<file path="src/design/dspam_pkg.sv">
// Notes on behaviour
// - Control bit 7 is mode bit or sticky stop-bit error, per error_flag_select.
// - Two mode bits pick shift mode 0 or asynchronous 10/11-bit modes 1..3.
// - Modes 2/3 with filter on: no rx_done_flag when ninth bit is 0.
// - Mode 1 with filter on: rx_done_flag only after a valid stop bit.
// - Mode 0: filter bit picks shift clock, clock/12 or clock/4.
// - Reception starts only while rx_enable is 1; a mode 0 frame once begun runs to its end.
// - Modes 2/3 send tx_ninth_bit as ninth data bit.
// - rx_ninth_bit holds ninth bit (modes 2/3) or stop bit (mode 1, filter off).
// - tx_done_flag set after 8th bit (mode 0) or at stop start; software clears.
// - rx_done_flag set after 8th bit (mode 0) or mid stop bit; software clears.
// - Buffer address reads receive register, write loads transmit buffer and starts.
// - Port 0 compares address bits only where match_mask_0 bit is 1.
// - All-zero match_mask_0 accepts any address.
// - Port 1 behaves like port 0 with its own registers, except that its modes 1/3 always take rates from timer 1.
// - Port 1 matches against match_address_1 under match_mask_1; zero mask accepts all.
// - Port 0 transmits on tx_line_0, receives on rx_line_0.
// - Port 0 modes 1/3 take rates from timer 1 or timer 2 overflow.
// - Port 1 receives on rx_line_1 and transmits on tx_line_1.
package dspam_pkg;
  // ----------------------------------------
  // Register indices, byte address is four times
  // ----------------------------------------
  localparam logic [7:0] IDX_CTRL0 = 8'h98;
  localparam logic [7:0] IDX_BUF0 = 8'h99;
  localparam logic [7:0] IDX_MASK0 = 8'hb9;
  localparam logic [7:0] IDX_CTRL1 = 8'hc0;
  localparam logic [7:0] IDX_BUF1 = 8'hc1;
  localparam logic [7:0] IDX_ADDR0 = 8'ha9;
  localparam logic [7:0] IDX_ADDR1 = 8'haa;
  localparam logic [7:0] IDX_MASK1 = 8'hba;
  localparam logic [7:0] IDX_PWR = 8'h87;
  localparam logic [7:0] IDX_BSRC = 8'hc8;
  // ----------------------------------------
  // Field positions
  // ----------------------------------------
  localparam int PWR_DOUBLE_BIT = 7;
  localparam int PWR_EFS_BIT = 6;
  localparam int BSRC_RX_BIT = 5;
  localparam int BSRC_TX_BIT = 4;
  localparam logic [7:0] REG_RESET = 8'h00;
  // ----------------------------------------
  // Timing counts in clocks, and in sixteenth-bit ticks for OVS_LAST/OVS_MID
  // ----------------------------------------
  localparam logic [3:0] M0_DIV_SLOW = 4'd12;
  localparam logic [3:0] M0_DIV_FAST = 4'd4;
  localparam logic [3:0] M2_PRE_SLOW = 4'd4;
  localparam logic [3:0] M2_PRE_FAST = 4'd2;
  localparam logic [3:0] OVS_LAST = 4'd15;
  localparam logic [3:0] OVS_MID = 4'd7;
  typedef enum logic [2:0] {
    DSPAM_TX_IDLE = 3'b001,
    DSPAM_TX_SHIFT = 3'b010,
    DSPAM_TX_STOP = 3'b100
  } dspam_tx_t;
  typedef enum logic [3:0] {
    DSPAM_RX_IDLE = 4'b0001,
    DSPAM_RX_START = 4'b0010,
    DSPAM_RX_DATA = 4'b0100,
    DSPAM_RX_STOP = 4'b1000
  } dspam_rx_t;
endpackage

</file>
<file path="src/design/dspam_top.sv">
`timescale 1ns/1ps
module dspam_top (
  // Clock and reset
  input wire logic clk_i,
  input wire logic rst_i,
  // Avalon-MM slave
  input wire logic [9:0] avs_address_i,
  input wire logic avs_read_i,
  input wire logic avs_write_i,
  input wire logic [31:0] avs_writedata_i,
  input wire logic [3:0] avs_byteenable_i,
  output logic [31:0] avs_readdata_o,
  output logic avs_waitrequest_o,
  // Baud sources
  input wire logic timer1_ovf_i,
  input wire logic timer2_ovf_i,
  // Port 0 lines
  output logic tx_line_0_o,
  input wire logic rx_line_0_i,
  output logic rx_line_0_o,
  output logic rx_line_0_oe_o,
  // Port 1 lines
  output logic tx_line_1_o,
  input wire logic rx_line_1_i,
  output logic rx_line_1_o,
  output logic rx_line_1_oe_o
);
  import dspam_pkg::*;

  // ----------------------------------------
  // Bus slave
  // ----------------------------------------
  logic ack_q;
  logic [31:0] rdata_q;
  logic req;
  logic wr_en;
  logic [7:0] idx;
  logic [7:0] rd_mux;
  logic dbl_q;
  logic efs_q;
  logic rxsrc_q;
  logic txsrc_q;
  logic [7:0] ctl_rd [2];
  logic [7:0] buf_rd [2];
  logic [7:0] adr_rd [2];
  logic [7:0] msk_rd [2];
  logic [1:0] rx_pin;
  logic [1:0] tx_pin_o;
  logic [1:0] rx_pin_o;
  logic [1:0] rx_pin_oe;

  assign req = avs_read_i | avs_write_i;
  assign idx = avs_address_i[9:2];
  // One wait cycle: decode first, act at the edge where waitrequest is low
  assign avs_waitrequest_o = req & ~ack_q;
  assign wr_en = avs_write_i & ack_q & avs_byteenable_i[0];
  assign avs_readdata_o = rdata_q;

  always_comb begin
    case (idx)
      IDX_CTRL0: rd_mux = ctl_rd[0];
      IDX_BUF0: rd_mux = buf_rd[0];
      IDX_ADDR0: rd_mux = adr_rd[0];
      IDX_MASK0: rd_mux = msk_rd[0];
      IDX_CTRL1: rd_mux = ctl_rd[1];
      IDX_BUF1: rd_mux = buf_rd[1];
      IDX_ADDR1: rd_mux = adr_rd[1];
      IDX_MASK1: rd_mux = msk_rd[1];
      IDX_PWR: rd_mux = {dbl_q, efs_q, 6'h00};
      IDX_BSRC: rd_mux = {2'b00, rxsrc_q, txsrc_q, 4'h0};
      default: rd_mux = 8'h00;
    endcase
  end

  always_ff @(posedge clk_i) begin
    if (rst_i) begin
      ack_q <= 1'b0;
      rdata_q <= 32'h0;
    end else begin
      ack_q <= req & ~ack_q;
      if (avs_read_i & ~ack_q) begin
        rdata_q <= {24'h0, rd_mux};
      end
    end
  end

  always_ff @(posedge clk_i) begin
    if (rst_i) begin
      dbl_q <= 1'b0;
      efs_q <= 1'b0;
      rxsrc_q <= 1'b0;
      txsrc_q <= 1'b0;
    end else if (wr_en && idx == IDX_PWR) begin
      dbl_q <= avs_writedata_i[PWR_DOUBLE_BIT];
      efs_q <= avs_writedata_i[PWR_EFS_BIT];
    end else if (wr_en && idx == IDX_BSRC) begin
      rxsrc_q <= avs_writedata_i[BSRC_RX_BIT];
      txsrc_q <= avs_writedata_i[BSRC_TX_BIT];
    end
  end

  // ----------------------------------------
  // Pin mapping
  // ----------------------------------------
  assign rx_pin = {rx_line_1_i, rx_line_0_i};
  assign tx_line_0_o = tx_pin_o[0];
  assign rx_line_0_o = rx_pin_o[0];
  assign rx_line_0_oe_o = rx_pin_oe[0];
  assign tx_line_1_o = tx_pin_o[1];
  assign rx_line_1_o = rx_pin_o[1];
  assign rx_line_1_oe_o = rx_pin_oe[1];

  // ----------------------------------------
  // Serial ports
  // ----------------------------------------
  for (genvar g = 0; g < 2; g++) begin : g_port
    localparam logic [7:0] C_CTL = (g == 0) ? IDX_CTRL0 : IDX_CTRL1;
    localparam logic [7:0] C_BUF = (g == 0) ? IDX_BUF0 : IDX_BUF1;
    localparam logic [7:0] C_ADR = (g == 0) ? IDX_ADDR0 : IDX_ADDR1;
    localparam logic [7:0] C_MSK = (g == 0) ? IDX_MASK0 : IDX_MASK1;
    logic sm0_q, sm1_q, sm2_q, ren_q, tb8_q, rb8_q, ti_q, ri_q, fe_q;
    logic [7:0] rbuf_q, tbuf_q, naddr_q, mask_q;
    logic pend_q;
    logic [1:0] mode;
    logic w_ctl, w_buf;
    logic ti_set, ri_set, fe_set, rb8_ld, rb8_val;
    logic [7:0] rbuf_val;
    logic [3:0] pre_q, lim;
    logic pre_tick;
    logic tovf, rovf, thv_q, rhv_q, tt16, rt16, ttick, rtick;
    logic s1_q, s2_q, prev_q;
    dspam_tx_t tst_q;
    logic [10:0] tsh_q;
    logic [3:0] tsub_q, tbit_q;
    logic m0_q, m0rx_q, txo_q;
    dspam_rx_t rst_q;
    logic [8:0] rsh_q;
    logic [3:0] rsub_q, rbit_q;
    logic stop_ok, ninth, match, accept;
    logic [7:0] rdat;

    assign mode = {sm0_q, sm1_q};
    assign w_ctl = wr_en && idx == C_CTL;
    assign w_buf = wr_en && idx == C_BUF;
    assign ctl_rd[g] = {efs_q ? fe_q : sm0_q, sm1_q, sm2_q, ren_q,
                        tb8_q, rb8_q, ti_q, ri_q};
    assign buf_rd[g] = rbuf_q;
    assign adr_rd[g] = naddr_q;
    assign msk_rd[g] = mask_q;

    // ----------------------------------------
    // Control register, hardware set wins over software clear
    // ----------------------------------------
    always_ff @(posedge clk_i) begin
      if (rst_i) begin
        {sm0_q, sm1_q, sm2_q, ren_q, tb8_q} <= 5'h00;
      end else if (w_ctl) begin
        if (!efs_q) begin
          sm0_q <= avs_writedata_i[7];
        end
        {sm1_q, sm2_q, ren_q, tb8_q} <= avs_writedata_i[6:3];
      end
    end

    always_ff @(posedge clk_i) begin
      if (rst_i) begin
        {fe_q, rb8_q, ti_q, ri_q} <= 4'h0;
      end else begin
        fe_q <= fe_set | ((w_ctl & efs_q) ? avs_writedata_i[7] : fe_q);
        ti_q <= ti_set | (w_ctl ? avs_writedata_i[1] : ti_q);
        ri_q <= ri_set | (w_ctl ? avs_writedata_i[0] : ri_q);
        if (rb8_ld) begin
          rb8_q <= rb8_val;
        end else if (w_ctl) begin
          rb8_q <= avs_writedata_i[2];
        end
      end
    end

    always_ff @(posedge clk_i) begin
      if (rst_i) begin
        naddr_q <= REG_RESET;
        mask_q <= REG_RESET;
        rbuf_q <= REG_RESET;
      end else begin
        if (wr_en && idx == C_ADR) begin
          naddr_q <= avs_writedata_i[7:0];
        end
        if (wr_en && idx == C_MSK) begin
          mask_q <= avs_writedata_i[7:0];
        end
        if (ri_set) begin
          rbuf_q <= rbuf_val;
        end
      end
    end

    // ----------------------------------------
    // Bit timing
    // ----------------------------------------
    // Mode 0 counts whole bits, mode 2 counts sixteenths of a bit
    always_comb begin
      if (mode == 2'b00) begin
        lim = sm2_q ? M0_DIV_FAST : M0_DIV_SLOW;
      end else begin
        lim = dbl_q ? M2_PRE_FAST : M2_PRE_SLOW;
      end
    end
    assign pre_tick = pre_q == lim - 4'd1;

    always_ff @(posedge clk_i) begin
      if (rst_i || pre_tick || (tst_q == DSPAM_TX_IDLE && mode == 2'b00)) begin
        pre_q <= 4'h0;
      end else begin
        pre_q <= pre_q + 4'd1;
      end
    end

    // Port 1 has no timer 2 path, so its variable rate comes from timer 1
    assign tovf = (g == 0 && txsrc_q) ? timer2_ovf_i : timer1_ovf_i;
    assign rovf = (g == 0 && rxsrc_q) ? timer2_ovf_i : timer1_ovf_i;
    assign tt16 = tovf & (dbl_q | thv_q);
    assign rt16 = rovf & (dbl_q | rhv_q);
    assign ttick = (mode == 2'b10) ? pre_tick : tt16;
    assign rtick = (mode == 2'b10) ? pre_tick : rt16;

    always_ff @(posedge clk_i) begin
      if (rst_i) begin
        thv_q <= 1'b0;
        rhv_q <= 1'b0;
      end else begin
        thv_q <= thv_q ^ tovf;
        rhv_q <= rhv_q ^ rovf;
      end
    end

    // ----------------------------------------
    // Transmit and mode 0 shifter
    // ----------------------------------------
    always_ff @(posedge clk_i) begin
      if (rst_i) begin
        pend_q <= 1'b0;
        tbuf_q <= REG_RESET;
      end else if (w_buf) begin
        pend_q <= 1'b1;
        tbuf_q <= avs_writedata_i[7:0];
      end else if (tst_q == DSPAM_TX_IDLE) begin
        pend_q <= 1'b0;
      end
    end

    always_ff @(posedge clk_i) begin
      if (rst_i) begin
        tst_q <= DSPAM_TX_IDLE;
        tsh_q <= 11'h7ff;
        tsub_q <= 4'h0;
        tbit_q <= 4'h0;
        m0_q <= 1'b0;
        m0rx_q <= 1'b0;
      end else begin
        case (tst_q)
          DSPAM_TX_IDLE: begin
            tsub_q <= 4'h0;
            tbit_q <= 4'h0;
            m0_q <= mode == 2'b00;
            if (pend_q) begin
              m0rx_q <= 1'b0;
              tst_q <= DSPAM_TX_SHIFT;
              if (mode == 2'b00) begin
                tsh_q <= {3'h7, tbuf_q};
              end else begin
                tsh_q <= {1'b1, mode[0] & ~mode[1] | tb8_q, tbuf_q, 1'b0};
              end
            end else if (mode == 2'b00 && ren_q && !ri_q) begin
              m0rx_q <= 1'b1;
              tst_q <= DSPAM_TX_SHIFT;
            end
          end
          DSPAM_TX_SHIFT: begin
            if (m0_q) begin
              if (pre_tick) begin
                // Receive fills the low byte from the top, so bit 0 ends up lowest
                if (m0rx_q) begin
                  tsh_q <= {3'h7, s2_q, tsh_q[7:1]};
                end else begin
                  tsh_q <= {1'b1, tsh_q[10:1]};
                end
                tbit_q <= tbit_q + 4'd1;
                if (tbit_q == 4'd7) begin
                  tst_q <= DSPAM_TX_IDLE;
                end
              end
            end else if (ttick) begin
              tsub_q <= tsub_q + 4'd1;
              if (tsub_q == OVS_LAST) begin
                tsh_q <= {1'b1, tsh_q[10:1]};
                tbit_q <= tbit_q + 4'd1;
                if (tbit_q == (mode == 2'b01 ? 4'd8 : 4'd9)) begin
                  tst_q <= DSPAM_TX_STOP;
                end
              end
            end
          end
          DSPAM_TX_STOP: begin
            if (ttick) begin
              tsub_q <= tsub_q + 4'd1;
              if (tsub_q == OVS_LAST) begin
                tst_q <= DSPAM_TX_IDLE;
              end
            end
          end
          default: tst_q <= DSPAM_TX_IDLE;
        endcase
      end
    end

    // Stop-bit start for async; end of eighth bit for mode 0 transmit
    assign ti_set = (m0_q && !m0rx_q && tst_q == DSPAM_TX_SHIFT && pre_tick
                     && tbit_q == 4'd7)
                  || (!m0_q && tst_q == DSPAM_TX_SHIFT && ttick && tsub_q == OVS_LAST
                     && tbit_q == (mode == 2'b01 ? 4'd8 : 4'd9));

    always_ff @(posedge clk_i) begin
      if (rst_i) begin
        txo_q <= 1'b1;
      end else if (m0_q) begin
        txo_q <= !(tst_q == DSPAM_TX_SHIFT) || pre_q >= (lim >> 1);
      end else begin
        txo_q <= (tst_q == DSPAM_TX_SHIFT) ? tsh_q[0] : 1'b1;
      end
    end

    assign tx_pin_o[g] = txo_q;
    assign rx_pin_o[g] = tsh_q[0];
    assign rx_pin_oe[g] = m0_q && !m0rx_q && tst_q == DSPAM_TX_SHIFT;

    // ----------------------------------------
    // Receive line synchroniser
    // ----------------------------------------
    always_ff @(posedge clk_i) begin
      if (rst_i) begin
        s1_q <= 1'b1;
        s2_q <= 1'b1;
        prev_q <= 1'b1;
      end else begin
        s1_q <= rx_pin[g];
        s2_q <= s1_q;
        prev_q <= s2_q;
      end
    end

    // ----------------------------------------
    // Asynchronous receiver
    // ----------------------------------------
    always_ff @(posedge clk_i) begin
      if (rst_i) begin
        rst_q <= DSPAM_RX_IDLE;
        rsh_q <= 9'h000;
        rsub_q <= 4'h0;
        rbit_q <= 4'h0;
      end else if (!ren_q || mode == 2'b00) begin
        rst_q <= DSPAM_RX_IDLE;
        rsub_q <= 4'h0;
      end else begin
        case (rst_q)
          DSPAM_RX_IDLE: begin
            rsub_q <= 4'h0;
            rbit_q <= 4'h0;
            if (prev_q && !s2_q) begin
              rst_q <= DSPAM_RX_START;
            end
          end
          DSPAM_RX_START: begin
            if (rtick) begin
              rsub_q <= rsub_q + 4'd1;
              if (rsub_q == OVS_MID) begin
                rsub_q <= 4'h0;
                // A start bit gone high by mid-bit was a glitch
                rst_q <= s2_q ? DSPAM_RX_IDLE : DSPAM_RX_DATA;
              end
            end
          end
          DSPAM_RX_DATA: begin
            if (rtick) begin
              rsub_q <= rsub_q + 4'd1;
              if (rsub_q == OVS_LAST) begin
                rsh_q <= {s2_q, rsh_q[8:1]};
                rbit_q <= rbit_q + 4'd1;
                if (rbit_q == (mode == 2'b01 ? 4'd7 : 4'd8)) begin
                  rst_q <= DSPAM_RX_STOP;
                end
              end
            end
          end
          DSPAM_RX_STOP: begin
            if (rtick) begin
              rsub_q <= rsub_q + 4'd1;
              if (rsub_q == OVS_LAST) begin
                rst_q <= DSPAM_RX_IDLE;
              end
            end
          end
          default: rst_q <= DSPAM_RX_IDLE;
        endcase
      end
    end

    // ----------------------------------------
    // Frame acceptance
    // ----------------------------------------
    assign stop_ok = s2_q;
    assign rdat = (mode == 2'b01) ? rsh_q[8:1] : rsh_q[7:0];
    assign ninth = (mode == 2'b01) ? stop_ok : rsh_q[8];
    assign match = ((rdat ^ naddr_q) & mask_q) == 8'h00;
    always_comb begin
      if (!sm2_q) begin
        accept = 1'b1;
      end else if (mode == 2'b01) begin
        accept = stop_ok;
      end else begin
        accept = ninth & match;
      end
    end

    logic stop_mid, m0_done;
    assign stop_mid = rst_q == DSPAM_RX_STOP && rtick && rsub_q == OVS_LAST
                      && ren_q && mode != 2'b00;
    assign m0_done = m0_q && m0rx_q && tst_q == DSPAM_TX_SHIFT && pre_tick
                     && tbit_q == 4'd7;
    // An unread frame is kept; a newer one is dropped while rx_done_flag is set
    assign ri_set = !ri_q && ((stop_mid && accept) || m0_done);
    assign fe_set = stop_mid && !stop_ok;
    assign rb8_ld = !ri_q && stop_mid && accept && (mode != 2'b01 || !sm2_q);
    assign rb8_val = ninth;
    // Mode 0 samples the line at the end of each clock-high half
    assign rbuf_val = m0_done ? {s2_q, tsh_q[7:1]} : rdat;
  end
endmodule

</file>
<file path="config.mk">
export PLATFORM = sky130hd
export DESIGN_NAME = dspam_top
export DESIGN_NICKNAME = d
export VERILOG_FILES = /design/src/design/dspam_pkg.sv /design/src/design/dspam_top.sv
export SDC_FILE = /design/constraint.sdc
export NUM_CORES = 1
export LEC_CHECK = 0
export ABC_AREA = 1
export BUFFER_PORTS_ARGS = -buffer_cell sky130_fd_sc_hd__buf_2
export CAP_MARGIN = 20
export CORE_MARGIN = 2
export CORE_UTILIZATION = 55
export DETAILED_ROUTE_END_ITERATION = 16
export MAX_ROUTING_LAYER = met4
export PLACE_DENSITY = 0.74
export SYNTH_ARGS = -nofsm -noshare
export SYNTH_HDL_FRONTEND = slang
export SYNTH_SLANG_ARGS = --single-unit
</file>
<file path="constraint.sdc">
create_clock -name clk_i -period 4.8 [get_ports clk_i]
set_input_delay 0.96 -clock clk_i [delete_from_list [all_inputs] [get_ports clk_i]]
set_output_delay 0.96 -clock clk_i [all_outputs]
set_load 0.01 [all_outputs]
</file>
# Word level (Yosys, flattened, before mapping)

Cells that the tools add are included.

Register bits after elaboration: 207
Input port bits: 54
Output and inout bits: 39
Logic and storage cells: 479

Add/subtract/negate cells: 12
Magnitude comparators: 2
Equality and inequality tests: 82
Muxes and demuxes: 138
Bitwise gates (word level): 42
Reductions and logical operators: 135

Operators with widths:

| operator                                      | count |
|---|---|
| two-way mux 4 bit                             | 44 |
| two-way mux 11 bit                            | 10 |
| == test 8 bit, second input constant          | 10 |
| one-hot mux 8 bit (10 select lines)           | 1 |
| two-way mux 3 bit                             | 23 |
| logical AND 1 bit                             | 62 |
| != test 2 bit, second input constant          | 24 |
| one-hot mux 4 bit (3 select lines)            | 4 |
| one-hot mux 11 bit (2 select lines)           | 2 |
| adder 4 x 1 -> 4 bit, second input constant   | 10 |
| two-way mux 10 bit                            | 4 |
| two-way mux 1 bit                             | 38 |
| two-way mux 8 bit                             | 4 |
| one-hot mux 4 bit (2 select lines)            | 4 |
| one-hot mux 4 bit (4 select lines)            | 2 |
| AND reduction 8 bit                           | 4 |
| != test 3 bit, second input constant          | 10 |
| == test 4 x 3 -> 1 bit, second input constant | 6 |
| == test 4 bit                                 | 6 |
| == test 4 bit, second input constant          | 6 |
| AND reduction 4 bit                           | 6 |
| nonzero test 2 bit                            | 12 |
| one-hot mux 3 bit (3 select lines)            | 2 |
| bitwise AND 8 bit                             | 2 |
| other kinds (25)                              | 115 |

# Logic depth before layout (Yosys ltp)

Gate-level depths: netlist (run 1).

Depth after elaboration: 13
Gate-level depth with buffers: 16
Gate-level depth less buffers: 14

# Worst setup path before layout (run 1)

OpenSTA, ideal clock, no wires.

Path type: input-to-reg
Start: input port avs_address_i[6]
End: register g_port[0].fe_q
Setup time: 0.126 ns
Arrival time: 2.312 ns
Setup slack: 2.362 ns
Stages: 8
Buffers on the path: 1
Path through: inv_1 nor4_4 nand2_1 nor2_1 inv_1 buf_2 o31ai_1 o22ai_1

Cells in the longest elaborated chain, start to end: 5

Ends and longest elaborated chain:

| item                 | line             | text |
|---|---|---|
| from (decl)          | dspam_top.sv:7   | `input wire logic [9:0] avs_address_i,` |
| == test 8 bit        | dspam_top.sv:143 | `assign w_ctl = wr_en && idx == C_CTL;` |
| logical AND 1 bit    | dspam_top.sv:143 |  |
| bitwise AND 1 bit    | dspam_top.sv:169 | `fe_q <= fe_set \| ((w_ctl & efs_q) ? avs_writedata_i[7] : fe_q);` |
| two-way mux 1 bit    | dspam_top.sv:169 |  |
| OR 1 bit             | dspam_top.sv:169 |  |
| to (signal assigned) | dspam_top.sv:169 |  |
| to (decl)            | dspam_top.sv:121 | `logic sm0_q, sm1_q, sm2_q, ren_q, tb8_q, rb8_q, ti_q, ri_q, fe_q;` |

Every way passes these cells.
A chain may end at the register's enable or synchronous reset.

# Final worst setup path (run 1)

Start: register g_port[1].tst_q[1]
End: output port rx_line_1_oe_o

Cells in the longest elaborated chain, start to end: 2

Ends and longest elaborated chain:

| item                   | line             | text |
|---|---|---|
| from (decl)            | dspam_top.sv:132 | `dspam_tx_t tst_q;` |
| from (signal assigned) | dspam_top.sv:254 | `tst_q <= DSPAM_TX_IDLE;` |
| from (signal assigned) | dspam_top.sv:268 | `tst_q <= DSPAM_TX_SHIFT;` |
| from (signal assigned) | dspam_top.sv:276 | `tst_q <= DSPAM_TX_SHIFT;` |
| == test 3 x 2 -> 1 bit | dspam_top.sv:335 | `assign rx_pin_oe[g] = m0_q && !m0rx_q && tst_q == DSPAM_TX_SHIFT;` |
| logical AND 1 bit      | dspam_top.sv:335 |  |
| to (decl)              | dspam_top.sv:26  | `output logic rx_line_1_oe_o` |

Every way passes these cells.

==> results, run 1 <==
- The end-of-flow core utilization is between 60% and 70%.
- The flow ran to the end, and the final reports show no timing, DRC or antenna violations.
- The number of antenna violations at the first check in global routing is 0.
- After filler insertion, the fill cell instance count of the layout stands at 1857.
- The multiplexer area fraction after synthesis is 0.194%.
- The maximum count of clock buffers along a single path is 3.
- Traced cell by cell, the critical path runs through inv_1, nor3_4, nand2_2, nor2_1, buf_2.
- The delay contributed by the slowest stage of the critical path is 0.54 ns.
- The detailed-route vias per instance is between 5 and 6.
- The critical path data arrival time is 2.23 ns.
- The slowest stage of the critical path is the nor3_4 cell.
- The final wirelength is 29300 um.
- The total length of routed met3 wires is roughly 2400 um.
- In this run, placement finished with an instance count of roughly 1900.
- The routed design could run at a clock period as short as 3.19 ns.
- The number of H-tree branching levels is 1.
- The maximum clock skew at final layout is roughly 0.016 ns.
- The most frequent standard cell in the layout excluding fill and tap cells is nand2_1.
- The worst hold path belongs to the class register to register.
- On the critical path the largest part of the delay comes from simple AND/OR/NAND/NOR gates.
- The number of hold violations in the final report is 0.
- Wire segments on met2 add up to 12600 um in the final route.
- Entering global routing, the biggest net connects 83 pins.
- Hold timing on the final database bottoms out at a slack of approximately 0.40 ns.
- For flop-to-flop paths, the worst setup slack is 2.03 ns.
- The most critical setup path has its startpoint at g_port[1].tst_q[1].
- The die is approximately 150 um tall.
- The synthesized netlist devotes just under 30% of its cell area to simple gates.
- The die footprint is between 20000 and 25000 um^2.
- After layout, the worst path uses about two thirds of the clock period.
- STA classifies the critical path endpoint as an output pin.
- The post-cts repair resize count is 0.
- At the worst endpoint, the required time is roughly 3.8 ns.
- In the final timing run, aggregate negative setup slack is 0 ns.
- The number of global-route vias before repair is around 9600.
- At the pin with the least slew margin, the transition time is 0.931 ns.
- The number of buffers added to fix hold violations after cts is 0.
- Clock-pin slew was measured on the worst setup and hold paths at around 0.060 ns.
- Summing the areas of all fa, ha and maj instances in the mapped netlist gives approximately 1.4% of the synthesized area.
- The clock insertion delay at the later pin of the skew report is 0.52 ns.
- The kind of critical path is register to output pin.
- After floorplanning, the core was sized to cover approximately 20000 um^2.
- The total number of nets in the final design is approximately 1700.
- In this run the worst path has a maximum fanout of 18.
- The static leakage power is between 5 and 6 nW.
- The total overflow left after global routing is 0.
- In this run the remaining antenna-violating nets after routing total 0.
- Input and output buffers added on the ports amount to 39.
- The total non-filler cell area in the finished layout is 12100 um^2.
- Net switching is 24.5% of the power.
- The path with the worst hold slack has its endpoint at g_port[0].s2_q.
- Yosys mapped a number of flops with a built-in enable equal to 0.
- The routed length per instance is between 15 and 20 um.
- The number of iterations in the first detailed-routing pass is 5.
- The global-route wire length before repair is 47300 um.
- The wire-length estimate of the detail-placed layout is 20500 um.
- The post-place instance area is approximately 11000 um^2.
- The CTS sink count is between 200 and 250.
- Timing would allow up to 314 MHz.
- The worst setup path is launched from a register.
- The weighted congestion reported at the end of routability-driven placement is 0.905.
- For this block, wires on met1 add up to between 10000 and 15000 um.
- The end of the worst register-to-register path is g_port[0].rsh_q[1].
- The top-level I/O count is just over 90.
- During synthesis, Yosys emitted a total of 0 warnings.
- The multi-input combinational cells in the finished layout cover a total of roughly 5700 um^2.
- The overall routing resource usage is around 28%.
- The number of buffers created by CTS is 24.
- The clock network is responsible for roughly half of the overall power.
- The post-route DRC violation count is 0.
- The finished layout holds 1951 standard cells, fillers aside.
- By area, the combinational part of the netlist is dominated by simple AND/OR/NAND/NOR gates.
- The internal portion of the total power is about 3.1 mW.
- The worst hold path begins at g_port[0].s1_q.
- Synthesis inferred a little over 200 register bits.
- Summing internal, switching and leakage power gives 4.13 mW.
- Among all flip-flop cells after synthesis, the most frequent one is dfxtp_1.
- The width of the die is approximately 150 um.
- The fraction of synthesis flops using an asynchronous set or reset pin is 0%.
- Buffers added to address setup during post-CTS repair amount to 0.
- The tool flagged a number of max-cap violations equal to 0.
- In this run the power spent charging and discharging nets is just over 1 mW.
- Setup violations remaining at the end of the flow were counted as 0.
- The post-synthesis instance area is approximately 11000 um^2.
- The ratio of cells with drive above 1 in the final layout is 7.59%.
- The initial core utilization is between 50% and 60%.
- After synthesis, the netlist uses 50 different library cells.
- In this run the top signal layer used is met4.
- The proportion of synthesized chip area in sequential cells is between 30% and 40%.
- The maximum ir drop on the vdd rail is between 0.0002 and 0.0003 V.
- Sequential cells account for 43.5% of the total power.
- Setup repair after global routing left no endpoint under its margin.
- The number of cells produced by synthesis is around 1700.
- For this design the ratio of total power to cell area is roughly 340 nW/um^2.
- The final route contains 10800 vias.
- The clock tree from TritonCTS is done.
- Of the total synthesized cell area, the portion taken by XOR and XNOR cells is under 10%.
- In this run the core area contains 51 standard-cell rows.
- Summing the areas of all compound-gate instances in the mapped netlist gives a little under a fifth of the synthesized area.
- In this run, the number of DRC markers left after iteration 0 of detailed routing was 985.
- The combinational share of power is a little over 8%.
- The root buffer cell is clkbuf_16.
- Setup slack closes at 1.61 ns.
- The max-slew violation total from the final report came to 0.
- The number of cells on the worst hold path is 1.
- The sequential cells in the finished layout cover a total of about 4100 um^2.
- The worst register-to-register path begins at g_port[0].sm1_q.
- The worst reg2reg path depth is 12.
- The area growth from synthesis to layout is 10.1%.
- The worst pin sits at a relative slew slack of around 38%.
- The worst slack at placement is 1.79 ns.
- The number of antenna repair diodes is 0.
- The per-instance average area after synthesis is 6.65 um^2.
- Leaving out fill and tap cells, the most frequent cells in the layout are nand2_1 (313), inv_1 (222), dfxtp_1 (205).
- Counting both buffers and inverters, the worst setup path holds a total of 2.
-- flip-flops by register name (all words and copies together) (netlist names), 16 cells and up --
name and cells:
g_port.mask_q 16, g_port.rbuf_q 16, g_port.naddr_q 16, g_port.tsh_q 20, g_port.rsh_q 18, g_port.tbuf_q 16
-- cell usage after synthesis (2+ instances only) --
cell type | instances | area (um^2)
buf_6 | 2 | 22.5
buf_4 | 28 | 210
nand3_1 | 163 | 816
inv_1 | 223 | 837
nor2_2 | 2 | 12.5
a211oi_1 | 10 | 75.1
nor2_1 | 167 | 627
a31oi_1 | 4 | 25.0
clkinv_1 | 2 | 7.51
xnor2_1 | 6 | 52.6
dfxtp_1 | 205 | 4100
nor4_1 | 3 | 18.8
o22ai_1 | 35 | 219
nor3_1 | 20 | 100
o21bai_1 | 2 | 15.0
nand3b_1 | 6 | 45.0
a21oi_1 | 155 | 776
o211ai_1 | 7 | 52.6
nand2_2 | 11 | 68.8
nand2_4 | 4 | 45.0
nand3_2 | 5 | 50.1
o21ai_1 | 3 | 15.0
or2_2 | 6 | 37.5
buf_2 | 12 | 60.1
xor2_1 | 11 | 96.3
nand4_1 | 22 | 138
ha_1 | 12 | 150
a211oi_2 | 3 | 37.5
o21ai_0 | 150 | 751
nand2_1 | 313 | 1170
nor2_4 | 3 | 33.8
inv_2 | 8 | 30.0
clkbuf_1 | 32 | 120
-- metal layers --
layer  up-vias  GRT usage [%]
met3        47           3.49
met2       411           41.4
met1      4924           39.5
met4         0           7.11
li1       5423              -
met5         -              -
-- cells by family after synthesis --
family          after synthesis
compound gates              372
xor+xnor                     17
fa+ha+maj                    12
buf+inv                     308
flops                       205
mux                           2
other cells                   1
simple gates                735
-- how the worst max path moves through the flow --
| stage | end | slack (ns) | cells after the start |
|---|---|---|---|
| 2_1_floorplan | g_port[0].fe_q | 2.36 | 8 |
| 3_3_place_gp | g_port[1].rb8_q | 1.78 | 10 |
| 3_5_place_dp | g_port[1].rb8_q | 1.79 | 10 |
| 4_1_cts | rx_line_1_oe_o | 1.65 | 5 |
| 5_1_grt | rx_line_0_oe_o | 1.41 | 5 |
| 6_report | rx_line_1_oe_o | 1.61 | 5 |
-- power by group through the flow --
stage / sequential (mW) / combinational [mW] / clock [mW]
floorplan: 1.82 / 0.260 / 0
global placement: 1.83 / 0.337 / 0
finish: 1.80 / 0.344 / 1.99
global route: 1.80 / 0.396 / 2.09
detailed placement: 1.83 / 0.343 / 0
CTS: 1.80 / 0.344 / 2.01
-- worst reg2reg max path, stage by stage (launching register included) --
cell	delay, ns
dfxtp_1	0.64
nor2_1	0.10
buf_4	0.23
nor2_1	0.16
nor2_1	0.07
nor2_1	0.13
nand4_1	0.13
nand2_1	0.18
nand2_1	0.11
nor2_2	0.48
inv_1	0.20
o21ai_0	0.19
a21oi_1	0.05
-- area by class of cell --
cell class	instances	share of cell area (%)
clock buffer	37	6.05
clock inverter	6	1.13
inverter	233	7.24
multi-input combinational	1162	46.9
sequential	205	34.0
tap	265	2.74
timing repair buffer	43	1.97
Note: power is estimated with default switching activity, not from simulation.
==> run 2: changes to the inputs <==
--- a/config.mk
+++ b/config.mk
@@ -12,7 +12,7 @@
 export CORE_UTILIZATION = 55
 export DETAILED_ROUTE_END_ITERATION = 16
 export MAX_ROUTING_LAYER = met4
-export PLACE_DENSITY = 0.74
+export PLACE_DENSITY = 0.77
 export SYNTH_ARGS = -nofsm -noshare
 export SYNTH_HDL_FRONTEND = slang
 export SYNTH_SLANG_ARGS = --single-unit
==> constraint.sdc (replaced) <==
create_clock -name clk_i -period 2.91 [get_ports clk_i]
set_input_delay 0.582 -clock clk_i [delete_from_list [all_inputs] [get_ports clk_i]]
set_output_delay 0.582 -clock clk_i [all_outputs]
set_load 0.01 [all_outputs]
==> results, run 2 (synthesized netlist as in run 1, its figures left out) <==
- The worst slack at placement came to 0.515 ns (-1.28 ns).
- The switching share of total power came to 24.6% (+0.11 points).
- The flow ran to the end, and the final reports show no timing, DRC or antenna violations.
- Of the available clock period, the critical path in the final layout requires between 80 and 90%.
- The max-slew violation total from the final report came to 0 (unchanged).
- The number of iterations in the first detailed-routing pass came to 6 (+1).
- The signed area change from the synthesized netlist to the final layout is 11.9%.
- The number of antenna violations at the first check in global routing is 0 (unchanged).
- The critical path data arrival time came to 2.88 ns (+0.65 ns).
- The detailed-route vias per instance is 5.56 (+0.35%).
- The end of the worst register-to-register path is g_port[0].rbuf_q[5].
- The power density relative to cell area came to 555 nW/um^2 (+63%).
- The peak clock frequency supported by timing is 405 MHz.
- The final critical path time including I/O delays and setup is ~2.5 ns.
- The maximum ir drop on the vdd rail is 0.000450 V (+62%).
- The weighted congestion reported at the end of routability-driven placement came to 0.943 (+4.2%).
- The static leakage power is 5.37 nW (+2.4%).
- The worst reg2reg path depth is 14 (+2).
- The count of antenna-violating nets left after detailed routing is 0 (unchanged).
- The slowest stage cell on the critical path is dfxtp_1.
- The final worst hold slack was 0.246 ns (-0.155 ns).
- The data required time of the critical path is 3.32 ns (-0.52 ns).
- The number of hold violations in the final report is 0 (unchanged).
- The worst relative slew slack was 60.3% (+22 points).
- The cell type with the highest occurrence count on the critical path is nand2_1.
- The combinational share of power is 8.5% (+0.2 points).
- The launch instance of the worst register-to-register path is g_port[0].sm0_q.
- The initial core utilization is 56.2% (unchanged).
- The number of buffer cells added on primary ports came to 39 (unchanged).
- The number of design-rule violations left by the first detailed-router iteration is 1179 (+20%).
- Walking the worst path, the cells encountered are inv_2, nand2_1, buf_4, nand2_1, nand2_1, nand2_1, nand3_1, nand2_1, nor2_1, nand3_1, nand2_1, nand2_2, a21oi_1, nor2_1.
- The number of buffers created by CTS is 24 (unchanged).
- The slew at the pin closest to its max-slew limit was 0.590 ns (-0.341 ns).
- The total non-filler cell area in the finished layout is 12300 um^2 (+1.7%).
- The height of the die is 145 um (unchanged).
- The pin count of the biggest net entering global routing is 43 (-48%).
- The first element of the critical path is g_port[0].sm0_q.
- The end-of-flow core utilization is 62.9% (+1.0 points).
- The number of antenna repair diodes is 0 (unchanged).
- The min-delay analysis places its worst path in the category input pin to register.
- The delay contributed by the slowest stage of the critical path came to 0.46 ns (-0.08 ns).
- The die footprint was 21100 um^2 (unchanged).
- The post-place instance area is 11400 um^2 (+1.7%).
- The clock share of power is 48.0% (-0.2 points).
- The count of placed standard cells including taps came to 1933 (+1.3%).
- The startpoint kind of the worst setup timing path is a register.
- The HPWL reported at the end of detailed placement is 21200 um (+3.7%).
- The register-to-register path setup slack is 0.44 ns (-1.59 ns).
- The sum of internal, switching and leakage power was 6.82 mW (+65%).
- Setup repair after global routing left no endpoint under its margin.
- The number of H-tree branching levels came to 1 (unchanged).
- The CTS sink count is 205 (unchanged).
- The total stage count of the critical path is 14 (+9).
- TritonCTS built the clock tree.
- The final wirelength is 29800 um (+1.9%).
- The fraction of power consumed by sequential logic was 43.5% (about the same).
- The number of global-route vias before repair is 9985 (+4.1%).
- The count of max-cap constraint violations is 0 (unchanged).
- The overall routing resource usage was 28.4% (+0.83 points).
- The ratio of cells with drive above 1 in the final layout is 9.11% (+1.5 points).
- The root buffer cell is clkbuf_16.
- The row count is 51 (unchanged).
- The maximum clock skew at final layout is 0.00956 ns (-0.00641 ns).
- The post-CTS repair timing setup buffer count came to 0 (unchanged).
- The buffer and inverter count on the worst path came to 2 (unchanged).
- The largest registers in the layout are g_port.tsh_q x20, g_port.rsh_q x18.
- The count of endpoints failing setup in the final report is 0 (unchanged).
- The total number of nets in the final design is 1760 (+1.4%).
- The kind of cell with the highest combined delay along the critical path is simple AND/OR/NAND/NOR gates.
- The largest register by flop count is g_port.tsh_q.
- The final critical-path setup slack is 0.443 ns (-1.17 ns).
- The total number of vias came to 11000 (+1.7%).
- The width of the die is 145 um (unchanged).
- Leaving out fill and tap cells, the most frequent cell in the layout is nand2_1.
- The post-cts repair resize count was 0 (unchanged).
- Following the worst setup path forward leads to its endpoint at g_port[0].rbuf_q[5].
- The global route total overflow is 0 (unchanged).
- The setup TNS after final layout is 0 ns (unchanged).
- The library cells used most frequently in the layout, excluding fill and tap cells, are nand2_1 (313), inv_1 (222), dfxtp_1 (205).
- The type of destination of the critical path is a register.
- The maximum count of clock buffers along a single path is 3 (unchanged).
- The global-route wire length before repair is 48800 um (+3.2%).
- The biggest fanout along the worst timing path is 16 (-2).
- The kind of critical path is register to register.
- The net switching power of the design is 1.68 mW (+66%).
- The post-CTS clock slew at the launch and capture registers of the worst setup and hold paths is 0.06 ns (about the same).
- The number of buffers added to fix hold violations after cts came to 0 (unchanged).
- The post-route DRC violation count is 0 (unchanged).
- The standard cell core area is 19500 um^2 (unchanged).
- The routed length per instance is 15.1 um (+0.52%).
- The clock insertion delay at the later pin of the skew report is 0.52 ns (about the same).
- The internal portion of total power is 5.14 mW (+65%).
- The number of cells on the worst hold path is 2 (+1).
- The post-route non-filler standard cell count was 1977 (+1.3%).
- The flip-flop count of the largest register after layout is 20 (unchanged).
- The top-level I/O count came to 93 (unchanged).
run 2: changes by cell type in the layout (fill, tap and decap cells not counted), sizes merged:
cell	previous run	this run
buf	43	68
clkbuf	37	36
clkinv	3	5
clkinvlp	0	1
inv	232	231
run 2: final cells by class:
cell class              count  area (um^2)
fillers                  1796         7240
multi-input cells        1162         5670
flip-flops and latches    205         4100
inverters                 233          875
clock buffers              36          726
repair buffers             68          425
well taps                 265          332
clock inverters             8          154
run 2: worst min path at each step:
stage / from / endpoint
3_5_place_dp: g_port[0].s1_q / g_port[0].s2_q
6_report: rx_line_1_i / g_port[1].s1_q
4_1_cts: rx_line_1_i / g_port[1].s1_q
2_1_floorplan: g_port[0].s1_q / g_port[0].s2_q
5_1_grt: rx_line_1_i / g_port[1].s1_q
3_3_place_gp: g_port[0].s1_q / g_port[0].s2_q
run 2: power groups by stage:
stage	Clock (mW)	Combinational, mW	Sequential [mW]
after floorplan	0	0.429	3.01
final	3.27	0.580	2.97
after CTS	3.31	0.575	2.97
after detailed placement	0	0.572	3.03
after global placement	0	0.558	3.02
after global routing	3.43	0.659	2.98
run 2: metal layers:
metal / GRT usage (%) / wire (um) / vias up
met4: 8.53 / 834 / 0
met5: - / 0 / -
met1: 38.7 / 13600 / 5027
met2: 44.1 / 13000 / 411
met3: 3.99 / 2300 / 74
li1: - / - / 5475
==> run 3: changes to the inputs <==
--- a/config.mk
+++ b/config.mk
@@ -5,14 +5,14 @@
 export SDC_FILE = /design/constraint.sdc
 export NUM_CORES = 1
 export LEC_CHECK = 0
-export ABC_AREA = 1
+export ABC_AREA = 0
 export BUFFER_PORTS_ARGS = -buffer_cell sky130_fd_sc_hd__buf_2
 export CAP_MARGIN = 20
 export CORE_MARGIN = 2
 export CORE_UTILIZATION = 55
 export DETAILED_ROUTE_END_ITERATION = 16
 export MAX_ROUTING_LAYER = met4
-export PLACE_DENSITY = 0.77
+export PLACE_DENSITY = 0.74
 export SYNTH_ARGS = -nofsm -noshare
 export SYNTH_HDL_FRONTEND = slang
 export SYNTH_SLANG_ARGS = --single-unit
==> constraint.sdc (replaced) <==
create_clock -name clk_i -period 2.4 [get_ports clk_i]
set_input_delay 0.48 -clock clk_i [delete_from_list [all_inputs] [get_ports clk_i]]
set_output_delay 0.48 -clock clk_i [all_outputs]
set_load 0.01 [all_outputs]
==> results, run 3 <==
- The flow ran to the end, and the final reports show no timing, DRC or antenna violations.
- The weighted congestion reported at the end of routability-driven placement is 0.932 (-1.2%).
- The slew at the pin closest to its max-slew limit came to 0.603 ns (+0.0121 ns).
- The worst hold path terminates at g_port[1].s1_q.
- The static leakage power was 5.03 nW (-6.3%).
- The total number of nets in the final design is 1428 (-19%).
- The number of fill cells in the layout is 1702 (-5.2%).
- The type of destination of the critical path is a register.
- The register-to-register path setup slack is 0.10 ns (-0.34 ns).
- The final wirelength was 28100 um (-5.6%).
- The overall routing resource usage is 28.0% (-0.46 points).
- The standard cell core area came to 19400 um^2 (-0.65%).
- The worst hold path begins at rx_line_1_i.
- The clock tree from TritonCTS is done.
- The worst relative slew slack is 59.8% (-0.51 points).
- The CTS sink count is 205 (unchanged).
- The top-level I/O count is 93 (unchanged).
- The count of antenna-violating nets left after detailed routing was 0 (unchanged).
- g_port.tsh_q holds more flip-flops than any other register.
- The path class of the tightest hold or removal check is input pin to register.
- The largest area contributor in the netlist is dfxtp_1.
- The number of buffer cells added on primary ports is 39 (unchanged).
- The number of cells produced by synthesis is 1298 (-21%).
- The maximum count of clock buffers along a single path was 3 (unchanged).
- Leaving out fill and tap cells, the most frequent cell in the layout is dfxtp_1.
- The global route total overflow is 0 (unchanged).
- The routed length per instance came to 17.1 um (+13%).
- The end-of-flow core utilization is 64.3% (+1.3 points).
- The number of global-route vias before repair is 8830 (-12%).
- The number of buffers added to fix hold violations after cts is 0 (unchanged).
- The die footprint was 20800 um^2 (-1.5%).
- The clock insertion delay at the later pin of the skew report is 0.51 ns (about the same).
- The number of warnings issued by yosys came to 0 (unchanged).
- The count of max-cap constraint violations came to 0 (unchanged).
- The number of synthesized flops with an enable pin was 0 (unchanged).
- The number of antenna violations at the first check in global routing is 1 (+1).
- The height of the die is 144 um (-0.75%).
- The count of different cell masters after synthesis is 81 (+62%).
- The number of buffers created by CTS is 23 (-4.2%).
- The most instantiated flip-flop cell in the synthesis netlist is dfxtp_1.
- The maximum ir drop on the vdd rail is 0.000430 V (-4.5%).
- The number of design-rule violations left by the first detailed-router iteration is 658 (-44%).
- Relative to the synthesized area, the layout overhead comes to 15.3%.
- The HPWL reported at the end of detailed placement came to 19900 um (-6.3%).
- The initial core utilization was 55.7% (-0.49 points).
- The number of hold violations in the final report is 0 (unchanged).
- The peak clock frequency supported by timing is 435 MHz (+7.3%).
- The width of the die is 144 um (-0.75%).
- The data required time of the critical path was 2.82 ns (-0.50 ns).
- The total number of vias is 9527 (-13%).
- The pin count of the biggest net entering global routing was 57 (+33%).
- The post-synthesis instance area is 10800 um^2 (-1.5%).
- In this run the critical register-to-register path is launched from g_port[0].sm0_q.
- Clock tree synthesis selected as its root buffer the cell clkbuf_16.
- The post-CTS clock slew at the launch and capture registers of the worst setup and hold paths was 0.06 ns (about the same).
- After synthesis, the most frequently instantiated cells are dfxtp_1 (205), nand2_1 (171), nor2_1 (169), mux2i_1 (139), a21oi_1 (84).
- The number of H-tree branching levels is 1 (unchanged).
- The final worst hold slack is 0.144 ns (-0.102 ns).
- The power density relative to cell area was 700 nW/um^2 (+26%).
- The row count came to 51 (unchanged).
- The detailed-route vias per instance was 5.79 (+4.2%).
- Setup repair after global routing left no endpoint under its margin.
- The number of cells on the worst hold path was 2 (unchanged).
- The setup path with the least slack is of type register to register.
- The maximum clock skew at final layout came to 0.0234 ns (+0.0138 ns).
- Yosys attributes the largest share of cell area to dfxtp_1 (38%), mux2i_1 (13%), nand2_1 (5.9%).
- The count of endpoints failing setup in the final report is 0 (unchanged).
- The critical path data arrival time is 2.72 ns (-0.16 ns).
- The worst setup path is launched from a register.
- The final critical path time including I/O delays and setup came to 2.30 ns (-0.168 ns).
- The count of state elements after synthesis is 205 (unchanged).
- The final critical-path share of the clock period is 95.8% (+11 points).
- The proportion of synthesized chip area in sequential cells came to 38.0% (+0.58 points).
- The per-instance average area after synthesis came to 8.33 um^2 (+25%).
- The biggest fanout along the worst timing path is 8 (-8).
- The global-route wire length before repair is 45300 um (-7.3%).
- The end of the worst register-to-register path is g_port[0].rbuf_q[4].
- The number of iterations in the first detailed-routing pass came to 6 (unchanged).
- The setup TNS after final layout is 0 ns (unchanged).
- The most common cell in the synthesized netlist is dfxtp_1.
- The top cell type's share of synthesized area is 38.0% (+0.58 points).
- Leaving out fill and tap cells, the most frequent cells in the layout are dfxtp_1 (200), nand2_1 (171), nor2_1 (169).
- The worst reg2reg path depth was 10 (-4).
- The flip-flop count of the largest register after layout is 20 (unchanged).
- The post-route DRC violation count came to 0 (unchanged).
- The ratio of cells with drive above 1 in the final layout is 16.3% (+7.2 points).
- The largest registers in the layout are g_port.tsh_q x20, g_port.rsh_q x18.
- The max-slew violation total from the final report is 0 (unchanged).
- The fraction of synthesis flops using an asynchronous set or reset pin came to 0% (unchanged).
run 3: cell types whose count changed after synthesis, sizes merged, moves of 16 or more:
cell	before	now
nand3	168	40
o21ai	153	34
inv	231	10
clkbuf	32	65
o211ai	7	31
nand4	22	6
mux2i	1	140
nand2b	0	24
a21oi	155	85
o22ai	35	4
xnor2	6	23
nand2	328	172
run 3: repair_timing:
action,in CTS,in global routing
buffers inserted,0,0
setup endpoints to repair,9,43
gates resized for setup,7,16
endpoints found under the hold margin,0,0
pin swaps,0,2
run 3: layout make-up:
cell class | count | area (um^2) | share of cell area, %
tap | 265 | 332 | 2.66
clock inverter | 13 | 125 | 1.00
clock buffer | 29 | 658 | 5.28
multi-input combinational | 995 | 6290 | 50.5
timing repair buffer | 127 | 908 | 7.29
sequential | 205 | 4110 | 33.0
antenna | 1 | 2.50 | 0.0201
inverter | 10 | 37.5 | 0.301
run 3: through the flow:
step                area, um^2  total power [mW]  setup slack, ns  cells
global route             12500              9.11         0.000530   1645
floorplan                10900              4.81           0.0475   1321
global placement         11600              5.13          -0.0798   1602
finish                   12500              8.72            0.101   1645
CTS                      12400              8.75           0.0403   1644
detailed placement       11600              5.16          -0.0791   1602
run 3: cells by family (layout without fill, tap and decap cells):
group           Yosys count  after routing  share of synthesized area (%)
other cells               1             25                         0.0347
xor+xnor                 45             45                           3.65
fa+ha+maj                12             12                           1.39
simple gates            521            521                           22.7
mux                     146            146                           13.6
flops                   205            205                           38.0
compound gates          247            247                           15.2
buf+inv                 121            179                           5.46
run 3: metal layers:
| metal | vias up | share of wire, % | routed length [um] | GRT usage [%] |
|---|---|---|---|---|
| met5 | - | 0 | 0 | - |
| met4 | 0 | 2.6 | 733 | 8.48 |
| met3 | 67 | 6.7 | 1890 | 4.21 |
| met2 | 318 | 45 | 12600 | 43.0 |
| met1 | 4494 | 46 | 12900 | 38.4 |
| li1 | 4648 | - | - | - |
run 3: worst max-delay path by stage:
| stage | startpoint | to | slack [ns] | cells past startpoint |
|---|---|---|---|---|
| finish | g_port[0].sm0_q | g_port[0].rbuf_q[4] | 0.10 | 10 |
| global route | g_port[0].sm0_q | g_port[0].rbuf_q[4] | 0.0005 | 10 |
| CTS | g_port[1].sm1_q | g_port[1].rbuf_q[1] | 0.04 | 8 |
| detailed placement | avs_address_i[7] | g_port[1].rb8_q | -0.08 | 8 |
| global placement | avs_address_i[7] | g_port[1].rb8_q | -0.08 | 8 |
| floorplan | avs_address_i[6] | g_port[1].rb8_q | 0.05 | 9 |
run 3: report_power, final:
group	total, mW	internal, mW	switching [mW]
combinational	1.32	0.540	0.784
clock	3.58	2.16	1.42
sequential	3.82	3.59	0.223
total	8.72	6.29	2.43
run 3: critical path, stage by stage, from the launching register on:
cell and delay [ns]:
dfxtp_2 0.36, nor2b_1 0.14, buf_4 0.16, buf_4 0.17
mux2i_4 0.26, xnor2_1 0.15, a22oi_1 0.13, a31o_2 0.30
o21ai_4 0.18, buf_12 0.16, mux2i_1 0.21
